**config.mk**
```make
export PLATFORM = sky130hd
export DESIGN_NAME = ccpc_top
export DESIGN_NICKNAME = d
export VERILOG_FILES = /design/src/core/ccpc_pkg.sv /design/src/core/ccpc_match.sv /design/src/core/ccpc_pwm.sv /design/src/core/ccpc_top.sv
export SDC_FILE = /design/constraint.sdc
export NUM_CORES = 1
export LEC_CHECK = 0
export BUFFER_PORTS_ARGS = -buffer_cell sky130_fd_sc_hd__buf_4
export CORE_ASPECT_RATIO = 1.25
export CORE_MARGIN = 5
export CORE_UTILIZATION = 44
export CTS_BUF_LIST = sky130_fd_sc_hd__clkbuf_8
export DETAILED_ROUTE_END_ITERATION = 8
export PLACE_DENSITY = 0.72
export SLEW_MARGIN = 20
export SYNTH_ARGS = -nofsm -noshare
export SYNTH_HDL_FRONTEND = slang
export SYNTH_SLANG_ARGS = --single-unit
```
**constraint.sdc**
```tcl
create_clock -name pclk -period 4.85 [get_ports pclk]
set_clock_uncertainty 0.2 [all_clocks]
set_input_delay 0.2425 -clock pclk [delete_from_list [all_inputs] [get_ports pclk]]
set_output_delay 0.2425 -clock pclk [all_outputs]
set_load 0.01 [all_outputs]
```
**src/core/ccpc_pkg.sv**
```systemverilog
// Shared constants for the compare/PWM pin control unit
package ccpc_pkg;
    // Register byte offsets
    localparam logic [7:0] OFS_UNIT_CONTROL  = 8'h00;
    localparam logic [7:0] OFS_CMP_LOW       = 8'h04;
    localparam logic [7:0] OFS_CMP_HIGH      = 8'h08;
    localparam logic [7:0] OFS_PIN_CONFIG    = 8'h0C;
    localparam logic [7:0] OFS_INT_STATUS    = 8'h10;
    localparam logic [7:0] OFS_INT_MASK      = 8'h14;
    localparam logic [7:0] OFS_PWM_PERIOD    = 8'h18;

    // Reset values
    localparam logic [7:0] RST_UNIT_CONTROL  = 8'h00;
    localparam logic [7:0] RST_CMP_BYTE      = 8'h00;
    localparam logic [1:0] RST_PIN_CONFIG    = 2'h1;
    localparam logic [1:0] RST_INT_STATUS    = 2'h0;
    localparam logic [1:0] RST_INT_MASK      = 2'h0;
    localparam logic [7:0] RST_PWM_PERIOD    = 8'hFF;

    // Field positions
    localparam int MODE_LSB       = 0;
    localparam int DUTY_LOW_LSB   = 4;
    localparam int PIN_DIR_BIT    = 0;
    localparam int PIN_ALT_BIT    = 1;
    localparam int ST_MATCH_BIT   = 0;
    localparam int ST_TRIGGER_BIT = 1;

    // Values of the unit_mode_field
    localparam logic [3:0] MODE_OFF      = 4'h0;
    localparam logic [3:0] MODE_TOGGLE   = 4'h2;
    localparam logic [3:0] MODE_SET      = 4'h8;
    localparam logic [3:0] MODE_CLEAR    = 4'h9;
    localparam logic [3:0] MODE_SWINT    = 4'hA;
    localparam logic [3:0] MODE_SPECIAL  = 4'hB;
    localparam logic [1:0] MODE_PWM_TOP  = 2'h3;

    // Unit instance that may start the converter
    localparam int ADC_UNIT_INDEX = 5;
endpackage : ccpc_pkg

```
**src/core/ccpc_match.sv**
```systemverilog
// 16-bit equality detector with first-cycle hit pulse
`timescale 1ns/1ps
module ccpc_match #(
    parameter int WIDTH = 16
) (
    input  wire logic             pclk,
    input  wire logic             presetn,
    input  wire logic             enable,
    input  wire logic [WIDTH-1:0] compare_value,
    input  wire logic [WIDTH-1:0] timer_count,
    output logic                  equal,
    output logic                  hit
);
    logic equal_prev_q;

    assign equal = enable && (compare_value == timer_count);
    // Only the first cycle of an equal run counts as a match
    assign hit   = equal && !equal_prev_q;

    always_ff @(posedge pclk or negedge presetn) begin
        if (!presetn) begin
            equal_prev_q <= 1'b0;
        end else begin
            equal_prev_q <= equal;
        end
    end
endmodule : ccpc_match

```
**src/core/ccpc_pwm.sv**
```systemverilog
// Standard PWM generator with 10-bit time base and double-buffered duty
`timescale 1ns/1ps
module ccpc_pwm #(
    parameter int PERIOD_W = 8,
    parameter int FRAC_W   = 2
) (
    input  wire logic                         pclk,
    input  wire logic                         presetn,
    input  wire logic                         enable,
    input  wire logic [PERIOD_W-1:0]          period,
    input  wire logic [PERIOD_W+FRAC_W-1:0]   duty,
    output logic [PERIOD_W+FRAC_W-1:0]        duty_latched,
    output logic                              pwm_out
);
    localparam int TB_W = PERIOD_W + FRAC_W;

    logic [TB_W-1:0] base_q;
    logic [TB_W-1:0] duty_q;
    logic            out_q;
    wire             period_end = (base_q[TB_W-1:FRAC_W] == period) && (&base_q[FRAC_W-1:0]);
    wire [TB_W-1:0]  base_next  = base_q + 1'b1;
    // Clear one step early so the registered pin stays high for exactly duty steps
    wire             duty_hit   = (base_next == duty_q);

    assign duty_latched = duty_q;
    assign pwm_out      = out_q;

    always_ff @(posedge pclk or negedge presetn) begin
        if (!presetn) begin
            base_q <= '0;
            duty_q <= '0;
            out_q  <= 1'b0;
        end else if (!enable) begin
            base_q <= '0;
            out_q  <= 1'b0;
        end else if (period_end) begin
            base_q <= '0;
            duty_q <= duty;
            out_q  <= (duty != '0);
        end else begin
            base_q <= base_q + 1'b1;
            if (duty_hit) begin
                out_q <= 1'b0;
            end
        end
    end
endmodule : ccpc_pwm

```
**src/core/ccpc_top.sv**
```systemverilog
// Compare unit with pin control, special event trigger, PWM and APB registers
`timescale 1ns/1ps
module ccpc_top
    import ccpc_pkg::*;
#(
    parameter int UNIT_INDEX = ADC_UNIT_INDEX
) (
    input  wire logic        pclk,
    input  wire logic        presetn,
    input  wire logic        psel,
    input  wire logic        penable,
    input  wire logic        pwrite,
    input  wire logic [7:0]  paddr,
    input  wire logic [31:0] pwdata,
    output logic [31:0]      prdata,
    output logic             pready,
    output logic             pslverr,
    input  wire logic [7:0]  timer1_count_high,
    input  wire logic [7:0]  timer1_count_low,
    input  wire logic        timer1_tick,
    output logic             timer1_reset,
    input  wire logic        adc_enabled,
    output logic             adc_start,
    input  wire logic        sleep_mode,
    output logic             special_trigger,
    output logic             pin_main_out,
    output logic             pin_main_oe_n,
    output logic             pin_alt_out,
    output logic             pin_alt_oe_n,
    output logic             irq
);
    // Register state
    logic [7:0]  unit_control_q;
    logic [7:0]  cmp_low_q;
    logic [7:0]  cmp_high_q;
    logic [1:0]  pin_config_q;
    logic [1:0]  int_status_q;
    logic [1:0]  int_status_d;
    logic [1:0]  int_mask_q;
    logic [7:0]  pwm_period_q;
    logic [31:0] prdata_q;
    logic        cmp_latch_q;
    logic        cmp_latch_d;
    logic        reset_pending_q;

    // Bus decode
    wire         setup_phase = psel && !penable;
    wire         access      = psel && penable;
    wire         wr          = access && pwrite;
    wire         rd_setup    = setup_phase && !pwrite;
    wire         sel_ctrl    = (paddr == OFS_UNIT_CONTROL);
    wire         sel_low     = (paddr == OFS_CMP_LOW);
    wire         sel_high    = (paddr == OFS_CMP_HIGH);
    wire         sel_pin     = (paddr == OFS_PIN_CONFIG);
    wire         sel_stat    = (paddr == OFS_INT_STATUS);
    wire         sel_mask    = (paddr == OFS_INT_MASK);
    wire         sel_period  = (paddr == OFS_PWM_PERIOD);
    wire         mapped      = sel_ctrl || sel_low || sel_high || sel_pin || sel_stat || sel_mask || sel_period;
    wire         ctrl_zero_wr = wr && sel_ctrl && (pwdata[7:0] == 8'h00);

    // Mode decode
    wire [3:0]   mode        = unit_control_q[MODE_LSB +: 4];
    wire         mode_pwm    = (mode[3:2] == MODE_PWM_TOP);
    wire         mode_toggle = (mode == MODE_TOGGLE);
    wire         mode_set    = (mode == MODE_SET);
    wire         mode_clear  = (mode == MODE_CLEAR);
    wire         mode_swint  = (mode == MODE_SWINT);
    wire         mode_special = (mode == MODE_SPECIAL);
    wire         mode_compare = mode_toggle || mode_set || mode_clear || mode_swint || mode_special;

    // Compare core
    wire         cmp_equal;
    wire         cmp_hit;
    wire [15:0]  cmp_value   = {cmp_high_q, cmp_low_q};
    wire [15:0]  timer_value = {timer1_count_high, timer1_count_low};

    ccpc_match #(
        .WIDTH         (16)
    ) u_match (
        .pclk          (pclk),
        .presetn       (presetn),
        .enable        (mode_compare && !sleep_mode),
        .compare_value (cmp_value),
        .timer_count   (timer_value),
        .equal         (cmp_equal),
        .hit           (cmp_hit)
    );

    // PWM generator
    wire [9:0]   pwm_duty_latched;
    wire         pwm_wave;

    ccpc_pwm #(
        .PERIOD_W     (8),
        .FRAC_W       (2)
    ) u_pwm (
        .pclk         (pclk),
        .presetn      (presetn),
        .enable       (mode_pwm),
        .period       (pwm_period_q),
        .duty         ({cmp_low_q, unit_control_q[DUTY_LOW_LSB +: 2]}),
        .duty_latched (pwm_duty_latched),
        .pwm_out      (pwm_wave)
    );

    // Trigger fires combinationally in the match cycle; it feeds the Timer1
    // reset path, the converter and the trigger status flag
    assign special_trigger = mode_special && cmp_hit;
    assign adc_start       = special_trigger && adc_enabled && (UNIT_INDEX == ADC_UNIT_INDEX);
    // Reset waits for the Timer1 edge and needs the match to still hold
    assign timer1_reset    = reset_pending_q && timer1_tick && cmp_equal;

    always_ff @(posedge pclk or negedge presetn) begin
        if (!presetn) begin
            reset_pending_q <= 1'b0;
        end else if (special_trigger) begin
            reset_pending_q <= 1'b1;
        end else if (timer1_tick || !cmp_equal) begin
            reset_pending_q <= 1'b0;
        end
    end

    // Compare output latch
    always_comb begin
        cmp_latch_d = cmp_latch_q;
        if (cmp_hit && mode_set) begin
            cmp_latch_d = 1'b1;
        end else if (cmp_hit && mode_clear) begin
            cmp_latch_d = 1'b0;
        end else if (cmp_hit && mode_toggle) begin
            cmp_latch_d = !cmp_latch_q;
        end
        if (ctrl_zero_wr) begin
            cmp_latch_d = 1'b0;
        end
    end

    always_ff @(posedge pclk or negedge presetn) begin
        if (!presetn) begin
            cmp_latch_q <= 1'b0;
        end else begin
            cmp_latch_q <= cmp_latch_d;
        end
    end

    // Pin ownership and routing
    wire         pin_owned   = mode_toggle || mode_set || mode_clear || mode_pwm;
    wire         pin_drive   = pin_owned && !pin_config_q[PIN_DIR_BIT];
    wire         pin_level   = mode_pwm ? pwm_wave : cmp_latch_q;
    wire         use_alt     = pin_config_q[PIN_ALT_BIT];

    assign pin_main_out  = pin_level && !use_alt;
    assign pin_alt_out   = pin_level && use_alt;
    assign pin_main_oe_n = !(pin_drive && !use_alt);
    assign pin_alt_oe_n  = !(pin_drive && use_alt);

    // Interrupt status: hardware set wins over read clear
    wire [1:0]   int_events  = {special_trigger, cmp_hit};
    wire         stat_rd_clr = access && !pwrite && sel_stat;
    // Only bits reported by this read are cleared, so a late event survives
    wire [1:0]   stat_clr    = stat_rd_clr ? prdata_q[1:0] : 2'b00;

    always_comb begin
        int_status_d = (int_status_q & ~stat_clr) | int_events;
    end

    assign irq = |(int_status_q & int_mask_q);

    // Register writes
    always_ff @(posedge pclk or negedge presetn) begin
        if (!presetn) begin
            unit_control_q <= RST_UNIT_CONTROL;
            cmp_low_q      <= RST_CMP_BYTE;
            cmp_high_q     <= RST_CMP_BYTE;
            pin_config_q   <= RST_PIN_CONFIG;
            int_mask_q     <= RST_INT_MASK;
            pwm_period_q   <= RST_PWM_PERIOD;
            int_status_q   <= RST_INT_STATUS;
        end else begin
            int_status_q <= int_status_d;
            if (wr && sel_ctrl) begin
                unit_control_q <= pwdata[7:0];
            end
            if (wr && sel_low) begin
                cmp_low_q <= pwdata[7:0];
            end
            if (wr && sel_high && !mode_pwm) begin
                cmp_high_q <= pwdata[7:0];
            end
            if (wr && sel_pin) begin
                pin_config_q <= pwdata[1:0];
            end
            if (wr && sel_mask) begin
                int_mask_q <= pwdata[1:0];
            end
            if (wr && sel_period) begin
                pwm_period_q <= pwdata[7:0];
            end
        end
    end

    // Read data, captured in the setup cycle
    wire [7:0]   high_view = mode_pwm ? pwm_duty_latched[9:2] : cmp_high_q;
    wire [31:0]  rd_mux    = sel_ctrl   ? {24'h000000, unit_control_q} :
                             sel_low    ? {24'h000000, cmp_low_q} :
                             sel_high   ? {24'h000000, high_view} :
                             sel_pin    ? {30'h0000000, pin_config_q} :
                             sel_stat   ? {30'h0000000, int_status_q} :
                             sel_mask   ? {30'h0000000, int_mask_q} :
                             sel_period ? {24'h000000, pwm_period_q} : 32'h00000000;

    always_ff @(posedge pclk or negedge presetn) begin
        if (!presetn) begin
            prdata_q <= 32'h00000000;
        end else if (rd_setup) begin
            prdata_q <= rd_mux;
        end
    end

    assign prdata  = prdata_q;
    assign pready  = 1'b1;
    assign pslverr = access && !mapped;
endmodule : ccpc_top

```
==> impl_metrics.tcl, run 1 <==
set metrics [dict create \
    status "finished, final reports clean" \
    yosysMostFrequentCell "dfrtp_1" \
    grt_pass1_vias 3107 \
    max_slew_margin_pct 41.2 \
    synth_top_area_share_pct 37.7 \
    htreeDepth 3 \
    tns_ns 0 \
    cts_resized 0 \
    cts_tree "done" \
    yosys_warnings 0 \
    path_clk_slew_ns 0.07 \
    numCtsBuffers 9 \
    netlist_area_um2 4050 \
    drv_cap 0 \
    startpoint_type "register" \
    fin_nets 510 \
    min_period_over_period_pct 57.3 \
    crit_arrival_ns 2.34 \
    cts.sinks 70 \
    port_buffers 56 \
    p_leak_nw 2.16 \
    crit_type "register to output port" \
    layout-drive-gt1-share_pct 32.0 \
    post-route-min-period_ns 2.78 \
    ys_top_cells_by_count "dfrtp_1, mux2_2, xnor2_1" \
    rsz0062_at_grt "false" \
    totalWireLength_mm 9.94 \
    place_hpwl_mm 7.29 \
    postRouteAntennaNets 0 \
    synth_cells 382 \
    die_h_um 117 \
    viasPerCell 5.36 \
    slew_viol_final 0 \
    insertion_delay_ns 0.35 \
    placed_cell_area_um2 4460 \
    drt_first_pass_iters 5 \
    required_ns 4.41 \
    synth_flop_cell "dfrtp_1" \
    synthDistinctLibCells 47 \
    pin_count 106 \
    syn_avg_cell_area_um2 10.6 \
    setup_viol 0 \
    gr-total-overflow 0 \
    fp.dieW_um 95.8 \
    antenna_found_initial 0 \
    dp.cells 546 \
    synth_seq_area_share_pct 43.6 \
    cts_setup_buffers 0 \
    synth-edff-count 0 \
    drt_iter0_markers 154 \
    worst-slew-pin-transition_ns 0.882 \
    grt_pass1_wl_mm 15.9 \
    clockRootBuffer "clkbuf_8" \
    wire_per_inst_um 17.4 \
    synth-seq-cells 70 \
    coreArea_um2 9080 \
    async_flop_share_pct 100 \
    clock.fmax_mhz 360 \
    synth_largest_area_cell "dfrtp_1" \
    fin_cells 573 \
    gp_congestion 0.851 \
    clock_path_buffers 2 \
    peakVddDrop_v 0.000115 \
    diodes 0 \
    stdcell_area_um2 4790 \
    track_usage_pct 19.0 \
    area_growth_pct 18.3 \
    drc 0 \
    start_util_pct 44.6 \
    hold_path.class "input port to register" \
    die_area_um2 11200 \
    hold_violations 0 \
    worstPathMaxFanout 8 \
    netlist_top_cells_area "dfrtp_1, mux2_2, xnor2_1" \
    num_vias 3070 \
    hold_slack_ns 0.0598 \
    pwr_density_cell_nw_per_um2 252 \
    critPathCaptureType "output port" \
    grt_max_degree 71 \
    fp-row-count 39 \
]
-- cells by family (layout without fill, tap and decap cells) --
family / Yosys count / after routing / share of synthesized area [%]
AOI/OAI and AO/OA: 37 / 37 / 6.18
buffers and inverters: 46 / 91 / 6.86
and+or+nand+nor: 124 / 124 / 17.1
other: 2 / 25 / 0.186
xor gates and xnor gates: 42 / 42 / 9.28
adders and majority gates: 1 / 1 / 0.309
DFF: 70 / 70 / 43.6
muxes: 60 / 60 / 16.5
-- worst paths after layout --
path	startpoint	endpoint	slack (ns)	depth (start not counted)
max in group asynchronous	presetn	u_pwm.base_q[0]$_DFF_PN0_	3.52	2
min reg2reg	prdata[4]$_DFFE_PN0P_	prdata[4]$_DFFE_PN0P_	0.28	2
min in group asynchronous	presetn	cmp_low_q[3]$_DFFE_PN0P_	0.36	2
min	pwrite	int_status_q[1]$_DFF_PN0_	0.06	5
max	cmp_low_q[1]$_DFFE_PN0P_	adc_start	2.07	6
max reg2reg	unit_control_q[3]$_DFFE_PN0P_	prdata[7]$_DFFE_PN0P_	2.32	4
-- final cells by class --
class                           count  area, um2
Fill cell                         840       4290
Multi-Input combinational cell    289       2090
Sequential cell                    70       1760
Timing Repair Buffer               67        531
Clock buffer                       13        179
Tap cell                          123        154
Clock inverter                      3       40.0
Inverter                            8       30.0
-- placed cells by master (no fill, tap or decap), types with 3 or more instances in the layout --
cell            n
xor2_1          8
nor4_4          3
nor2b_1         4
xnor2_1        33
and2_1          3
nor3_1         12
dlygate4sd3_1  11
nand2_1        30
clkbuf_8       13
nand4_1         6
dfrtp_1        61
and3_1          4
dfstp_2         9
o31ai_1         5
mux2i_1         7
nand3_1        13
o21ai_0         8
conb_1         25
inv_1           8
nor4_1          8
a21oi_1         7
and3_2          3
nor2_1         24
a221oi_1        6
mux2_2         52
buf_4          56
-- metrics by stage --
step                power, mW  util (%)  setup slack (ns)
CTS                      1.22      52.6              2.07
detailed placement      0.700      49.1              2.13
global route             1.26      52.8              1.96
global placement        0.697      49.1              2.19
finish                   1.21      52.8              2.07
floorplan               0.662         -              2.76
-- routing by layer --
metal  share of wire (%)  up-vias  wire [um]  global-route usage (%)
met5                   0        -          0                       0
met4                 2.2        0        222                    8.35
met3                 6.2       19        617                    3.13
met2                  50      110       5000                    32.4
met1                  41     1512       4100                    23.5
li1                    -     1429          -                       -
-- repair_timing --
| item | 4_1_cts | 5_1_grt |
|---|---|---|
| hold buffers | 10 | 1 |
| endpoints found under the setup margin | 0 | 0 |
| hold endpoints to repair | 88 | 1 |
-- critical path: stages, from the launching register on --
cell	delay, ns
dfrtp_1	0.46
xnor2_1	0.18
nand4_1	0.10
or4_4	0.51
nor4_4	0.37
and3_2	0.26
buf_4	0.11
-- registers in the layout, indices dropped and copies added, names as in the netlist --
name	cells
u_pwm.base_q	10
u_pwm.duty_latched	10
cmp_low_q	8
int_mask_q	2
int_status_q	2
cmp_latch_q	1
u_pwm.pwm_out	1
reset_pending_q	1
cmp_high_q	8
prdata	8
u_match.equal_prev_q	1
pwm_period_q	8
pin_config_q	2
unit_control_q	8
-- power by group --
part           switching, mW  leakage (nW)  internal (mW)
Clock                  0.218         0.115          0.292
Combinational         0.0556          1.10         0.0444
Sequential           0.00645         0.944          0.589
Total                  0.280          2.16          0.926
Note: power is estimated with default switching activity, not from simulation.
==> inputs of run 2 (changes only) <==
==> constraint.sdc (replaced) <==
create_clock -name pclk -period 2.8 [get_ports pclk]
set_clock_uncertainty 0.2 [all_clocks]
set_input_delay 0.14 -clock pclk [delete_from_list [all_inputs] [get_ports pclk]]
set_output_delay 0.14 -clock pclk [all_outputs]
set_load 0.01 [all_outputs]
==> run 2 against run 1 <==
Compared with the run above: hold slack worse by 0.022 ns; via count is 1.7% higher; critical path type unchanged; critical path depth up 1; clock-buffer cell count decreased by 4; register-to-register slack got worse by 2.0 ns.
==> impl_metrics.tcl, run 2 (synthesis gave the netlist of run 1 again) <==
set metrics [dict create \
    status "finished, final reports clean" \
    seqPwrFrac_pct 45.1 \
    area_growth_pct 21.5 \
    postRouteAntennaNets 0 \
    multi_input_area_um2 2090 \
    num_vias 3122 \
    fp.dieW_um 95.8 \
    cts_resized 0 \
    wire_per_inst_um 17.2 \
    comb_power_share_pct 7.7 \
    p_leak_nw 2.22 \
    critPathCaptureType "output port" \
    post-route-min-period_ns 2.68 \
    hold_depth 5 \
    max_slew_margin_pct 41.9 \
    crit_type "register to output port" \
    cts.sinks 70 \
    die_h_um 117 \
    worstPathMaxFanout 7 \
    hold_violations 0 \
    setup_viol 0 \
    track_usage_pct 18.8 \
    coreArea_um2 9080 \
    total_power_mw 2.29 \
    seqCellArea_um2 1760 \
    gp_congestion 0.859 \
    diodes 0 \
    start_util_pct 44.6 \
    final_cell_mix "buf_4, dfrtp_1, mux2_2, xnor2_1, nand2_1" \
    gr-total-overflow 0 \
    port_buffers 56 \
    switching_share_pct 21.9 \
    antenna_found_initial 0 \
    grt_max_degree 71 \
    r2r-start "cmp_low_q[1]$_DFFE_PN0P_" \
    tns_ns 0 \
    layout-drive-gt1-share_pct 32.7 \
    timing.rr.end "u_match.equal_prev_q$_DFF_PN0_" \
    numCtsBuffers 9 \
    drc 0 \
    fillers 796 \
    worst-r2r-cell-count 6 \
    drt_first_pass_iters 4 \
    totalWireLength_mm 10.0 \
    hold_start "paddr[3]" \
    cts_tree "done" \
    slew_viol_final 0 \
    peakVddDrop_v 0.000269 \
    place_hpwl_mm 7.32 \
    drt_iter0_markers 175 \
    viasPerCell 5.36 \
    clock.fmax_mhz 374 \
    mostFrequentLayoutCell "buf_4" \
    power.internal_mw 1.79 \
    grt_pass1_vias 3136 \
    rsz0062_at_grt "false" \
    die_area_um2 11200 \
    grt_pass1_wl_mm 16.0 \
    startpoint_type "register" \
    path_clk_slew_ns 0.09 \
    regToRegSetupSlack_ns 0.29 \
    clockRootBuffer "clkbuf_8" \
    drv_cap 0 \
    htreeDepth 3 \
    insertion_delay_ns 0.35 \
    pin_count 106 \
    pwr_density_cell_nw_per_um2 465 \
    crit_arrival_ns 2.34 \
    clock_path_buffers 2 \
    p_switching_mw 0.502 \
    fp-row-count 39 \
    fin_nets 519 \
    worst-slew-pin-transition_ns 0.871 \
    min_period_over_period_pct 95.6 \
    required_ns 2.46 \
    clkPwrFrac_pct 47.2 \
    worst_hold_path.endpoint "int_status_q[1]$_DFF_PN0_" \
    hold_path.class "input port to register" \
]
run 2: cell count changes in the layout (fill, tap and decap cells not counted), sizes merged:
cell,before,now
buf,56,62
bufinv,1,4
clkbuf,13,9
dlygate4sd3,11,14
clkinv,2,3
run 2: per-stage QoR:
stage / std cells / utilization (%) / hold WS [ns] / area, um2 / worst slack (ns)
finish: 582 / 54.1 / 0.0381 / 4910 / 0.123
global route: 582 / 54.1 / 0.0629 / 4910 / 0.0383
CTS: 580 / 54.0 / 0.0358 / 4900 / 0.128
detailed placement: 550 / 49.5 / 0.111 / 4490 / 0.500
global placement: 550 / 49.5 / 0.105 / 4490 / 0.522
floorplan: 405 / - / -0.356 / 4130 / 0.813
run 2: power by group through the flow:
stage,registers [mW],logic [mW],clock network [mW]
2_1_floorplan,1.05,0.100,0
3_3_place_gp,1.05,0.157,0
3_5_place_dp,1.05,0.160,0
4_1_cts,1.03,0.175,1.09
5_1_grt,1.03,0.194,1.15
6_report,1.03,0.175,1.08
run 2: timing repair:
action	CTS	global route
endpoints found under the setup margin	0	1
setup buffers	0	2
hold endpoints to repair	102	0
hold buffers	14	0
run 2: worst max-delay path: stages, from the launching register on:
cell and delay (ns):
dfrtp_1 0.46, xnor2_1 0.19, nand4_1 0.10, or4_4 0.50, nor4_4 0.26, buf_4 0.19, and3_2 0.19, buf_4 0.12
run 2: worst max path at each step:
stage,start,to,slack (ns),cells after the start
2_1_floorplan,cmp_low_q[1]$_DFFE_PN0P_,adc_start,0.81,5
3_3_place_gp,cmp_low_q[1]$_DFFE_PN0P_,adc_start,0.52,6
3_5_place_dp,cmp_low_q[1]$_DFFE_PN0P_,adc_start,0.50,6
4_1_cts,cmp_low_q[1]$_DFFE_PN0P_,timer1_reset,0.13,6
5_1_grt,cmp_low_q[1]$_DFFE_PN0P_,timer1_reset,0.04,7
6_report,cmp_low_q[1]$_DFFE_PN0P_,timer1_reset,0.12,7
run 2: cell type report:
type,count,share of cell area (%)
Clock buffer,9,2.52
Clock inverter,7,2.98
Inverter,8,0.611
Sequential cell,70,35.9
Multi-Input combinational cell,289,42.6
Tap cell,123,3.13
Timing Repair Buffer,76,12.3
run 2: layer usage:
layer	routed length, um	track usage [%]	share of wire [%]
met1	4100	23.3	41
met2	5100	32.1	51
met3	562	3.07	5.6
met4	261	8.25	2.6
met5	0	0	0
==> inputs of run 3 (changes only) <==
--- a/config.mk
+++ b/config.mk
@@ -5,12 +5,13 @@
 export SDC_FILE = /design/constraint.sdc
 export NUM_CORES = 1
 export LEC_CHECK = 0
-export BUFFER_PORTS_ARGS = -buffer_cell sky130_fd_sc_hd__buf_4
+export BUFFER_PORTS_ARGS = -buffer_cell sky130_fd_sc_hd__buf_2
 export CORE_ASPECT_RATIO = 1.25
 export CORE_MARGIN = 5
 export CORE_UTILIZATION = 44
 export CTS_BUF_LIST = sky130_fd_sc_hd__clkbuf_8
 export DETAILED_ROUTE_END_ITERATION = 8
+export GPL_TIMING_DRIVEN = 0
 export PLACE_DENSITY = 0.72
 export SLEW_MARGIN = 20
 export SYNTH_ARGS = -nofsm -noshare
==> run 3 against run 2 <==
Compared with the run above: worst setup slack got worse by 0.029 ns; die area is the same; hold slack improved by 0.014 ns; global-route usage increased by 0.40 points; clock power increased by 7%; clock-buffer cell count stayed put; fmax decreased by 1.1%; via count rose by 5.4%; cell count rose by 5.8%.
==> impl_metrics.tcl, run 3 (synthesis gave the netlist of run 1 again) <==
set metrics [dict create \
    num_vias 3291 \
    start_util_pct 44.6 \
    fp-row-count 39 \
    clock.fmax_mhz 370 \
    drv_cap 0 \
    p_leak_nw 2.36 \
    drt_iter0_markers 178 \
    diodes 0 \
    cts_tree "done" \
    numCtsBuffers 9 \
    pwr_density_cell_nw_per_um2 475 \
    layout-drive-gt1-share_pct 36.7 \
    htreeDepth 3 \
    viasPerCell 5.34 \
    fin_util_pct 55.3 \
    clockRootBuffer "clkbuf_8" \
    startpoint_type "register" \
    grt_max_degree 42 \
    grt_pass1_vias 3171 \
    mostFrequentLayoutCell "buf_2" \
    timing.rr.end "u_match.equal_prev_q$_DFF_PN0_" \
    place_hpwl_mm 7.64 \
    regToRegSetupSlack_ns 0.28 \
    track_usage_pct 19.2 \
    wire_per_inst_um 16.8 \
    fin_nets 553 \
    gp_congestion 0.901 \
    multi_input_area_um2 2090 \
    fillers 819 \
    worstPathMaxFanout 7 \
    max_slew_margin_pct 43.8 \
    fin_cells 616 \
    seqCellArea_um2 1760 \
    fp.dieW_um 95.8 \
    cts.sinks 70 \
    hold_violations 0 \
    insertion_delay_ns 0.36 \
    clock_path_buffers 2 \
    r2r-start "cmp_low_q[1]$_DFFE_PN0P_" \
    tns_ns 0 \
    gr-total-overflow 0 \
    required_ns 2.46 \
    crit_arrival_ns 2.37 \
    post-route-min-period_ns 2.71 \
    placed_cell_area_um2 4590 \
    dp.cells 585 \
    cts_resized 0 \
    worst-r2r-cell-count 6 \
    slew_viol_final 0 \
    totalWireLength_mm 10.3 \
    final_cell_mix "buf_2, dfrtp_1, mux2_2, xnor2_1, nand2_1" \
    critPathCaptureType "output port" \
    die_area_um2 11200 \
    path_clk_slew_ns 0.08 \
    min_period_over_period_pct 96.6 \
    postRouteAntennaNets 0 \
    die_h_um 117 \
    antenna_found_initial 0 \
    status "finished, final reports clean" \
    hold_path.class "input port to async pin" \
    port_buffers 56 \
    coreArea_um2 9080 \
    worst-slew-pin-transition_ns 0.837 \
    setup_viol 0 \
    peakVddDrop_v 0.000372 \
    pin_count 106 \
    drc 0 \
    total_power_mw 2.38 \
    crit_type "register to output port" \
    grt_pass1_wl_mm 16.1 \
    stdcell_area_um2 5020 \
    drt_first_pass_iters 5 \
    area_growth_pct 24.0 \
]
run 3: cell types whose count changed in the layout (fill, tap and decap cells not counted):
cell,delta
clkinv_4,-3
buf_4,-34
buf_2,+64
dlygate4sd3_1,-1
clkinv_2,+2
buf_12,+1
clkbuf_1,+4
bufinv_16,+1
run 3: area by class of cell:
| cell class | count | area share (%) |
|---|---|---|
| clock inverters | 7 | 3.19 |
| well taps | 123 | 3.07 |
| repair buffers | 72 | 8.93 |
| multi-input cells | 289 | 41.7 |
| plain buffers | 38 | 4.94 |
| clock buffers | 9 | 2.47 |
| flip-flops and latches | 70 | 35.1 |
| inverters | 8 | 0.598 |
run 3: how the worst max path moves through the flow:
stage | from | to | slack, ns | cells past startpoint
after CTS | cmp_low_q[1]$_DFFE_PN0P_ | adc_start | 0.08 | 6
after detailed placement | u_pwm.base_q[0]$_DFF_PN0_ | u_pwm.duty_latched[6]$_DFFE_PN0P_ | 0.43 | 4
after global placement | u_pwm.base_q[0]$_DFF_PN0_ | u_pwm.duty_latched[7]$_DFFE_PN0P_ | 0.49 | 4
after global routing | cmp_low_q[1]$_DFFE_PN0P_ | adc_start | -0.002 | 7
final | cmp_low_q[1]$_DFFE_PN0P_ | timer1_reset | 0.09 | 7
after floorplan | cmp_low_q[1]$_DFFE_PN0P_ | adc_start | 0.81 | 5
run 3: per-stage QoR:
step | worst slack (ns) | hold slack, ns
2_1_floorplan | 0.813 | -0.356
3_3_place_gp | 0.493 | 0.247
3_5_place_dp | 0.431 | -0.101
4_1_cts | 0.0761 | 0.0488
5_1_grt | -0.00153 | 0.0652
6_report | 0.0941 | 0.0521
run 3: report_power, final:
part / switching [mW] / internal, mW / total [mW]
sequential: 0.0105 / 1.02 / 1.03
clock: 0.390 / 0.769 / 1.16
combinational: 0.106 / 0.0900 / 0.196
total: 0.506 / 1.88 / 2.38
run 3: critical path, stage by stage, from the launching register on:
cell and delay [ns]:
dfrtp_1 0.46, xnor2_1 0.20, nand4_1 0.11, or4_4 0.50, nor4_4 0.26, buf_4 0.18
and3_2 0.18, buf_2 0.12
run 3: timing repair:
| action | 4_1_cts | 5_1_grt |
|---|---|---|
| hold buffers | 13 | 0 |
| endpoints found under the hold margin | 106 | 0 |
| setup endpoints to repair | 0 | 3 |
| buffers inserted | 0 | 2 |
run 3: layer usage:
| metal | track usage (%) | wire length [um] |
|---|---|---|
| met1 | 23.2 | 4180 |
| met2 | 32.3 | 5080 |
| met3 | 5.05 | 754 |
| met4 | 7.69 | 312 |
| met5 | 0 | 0 |
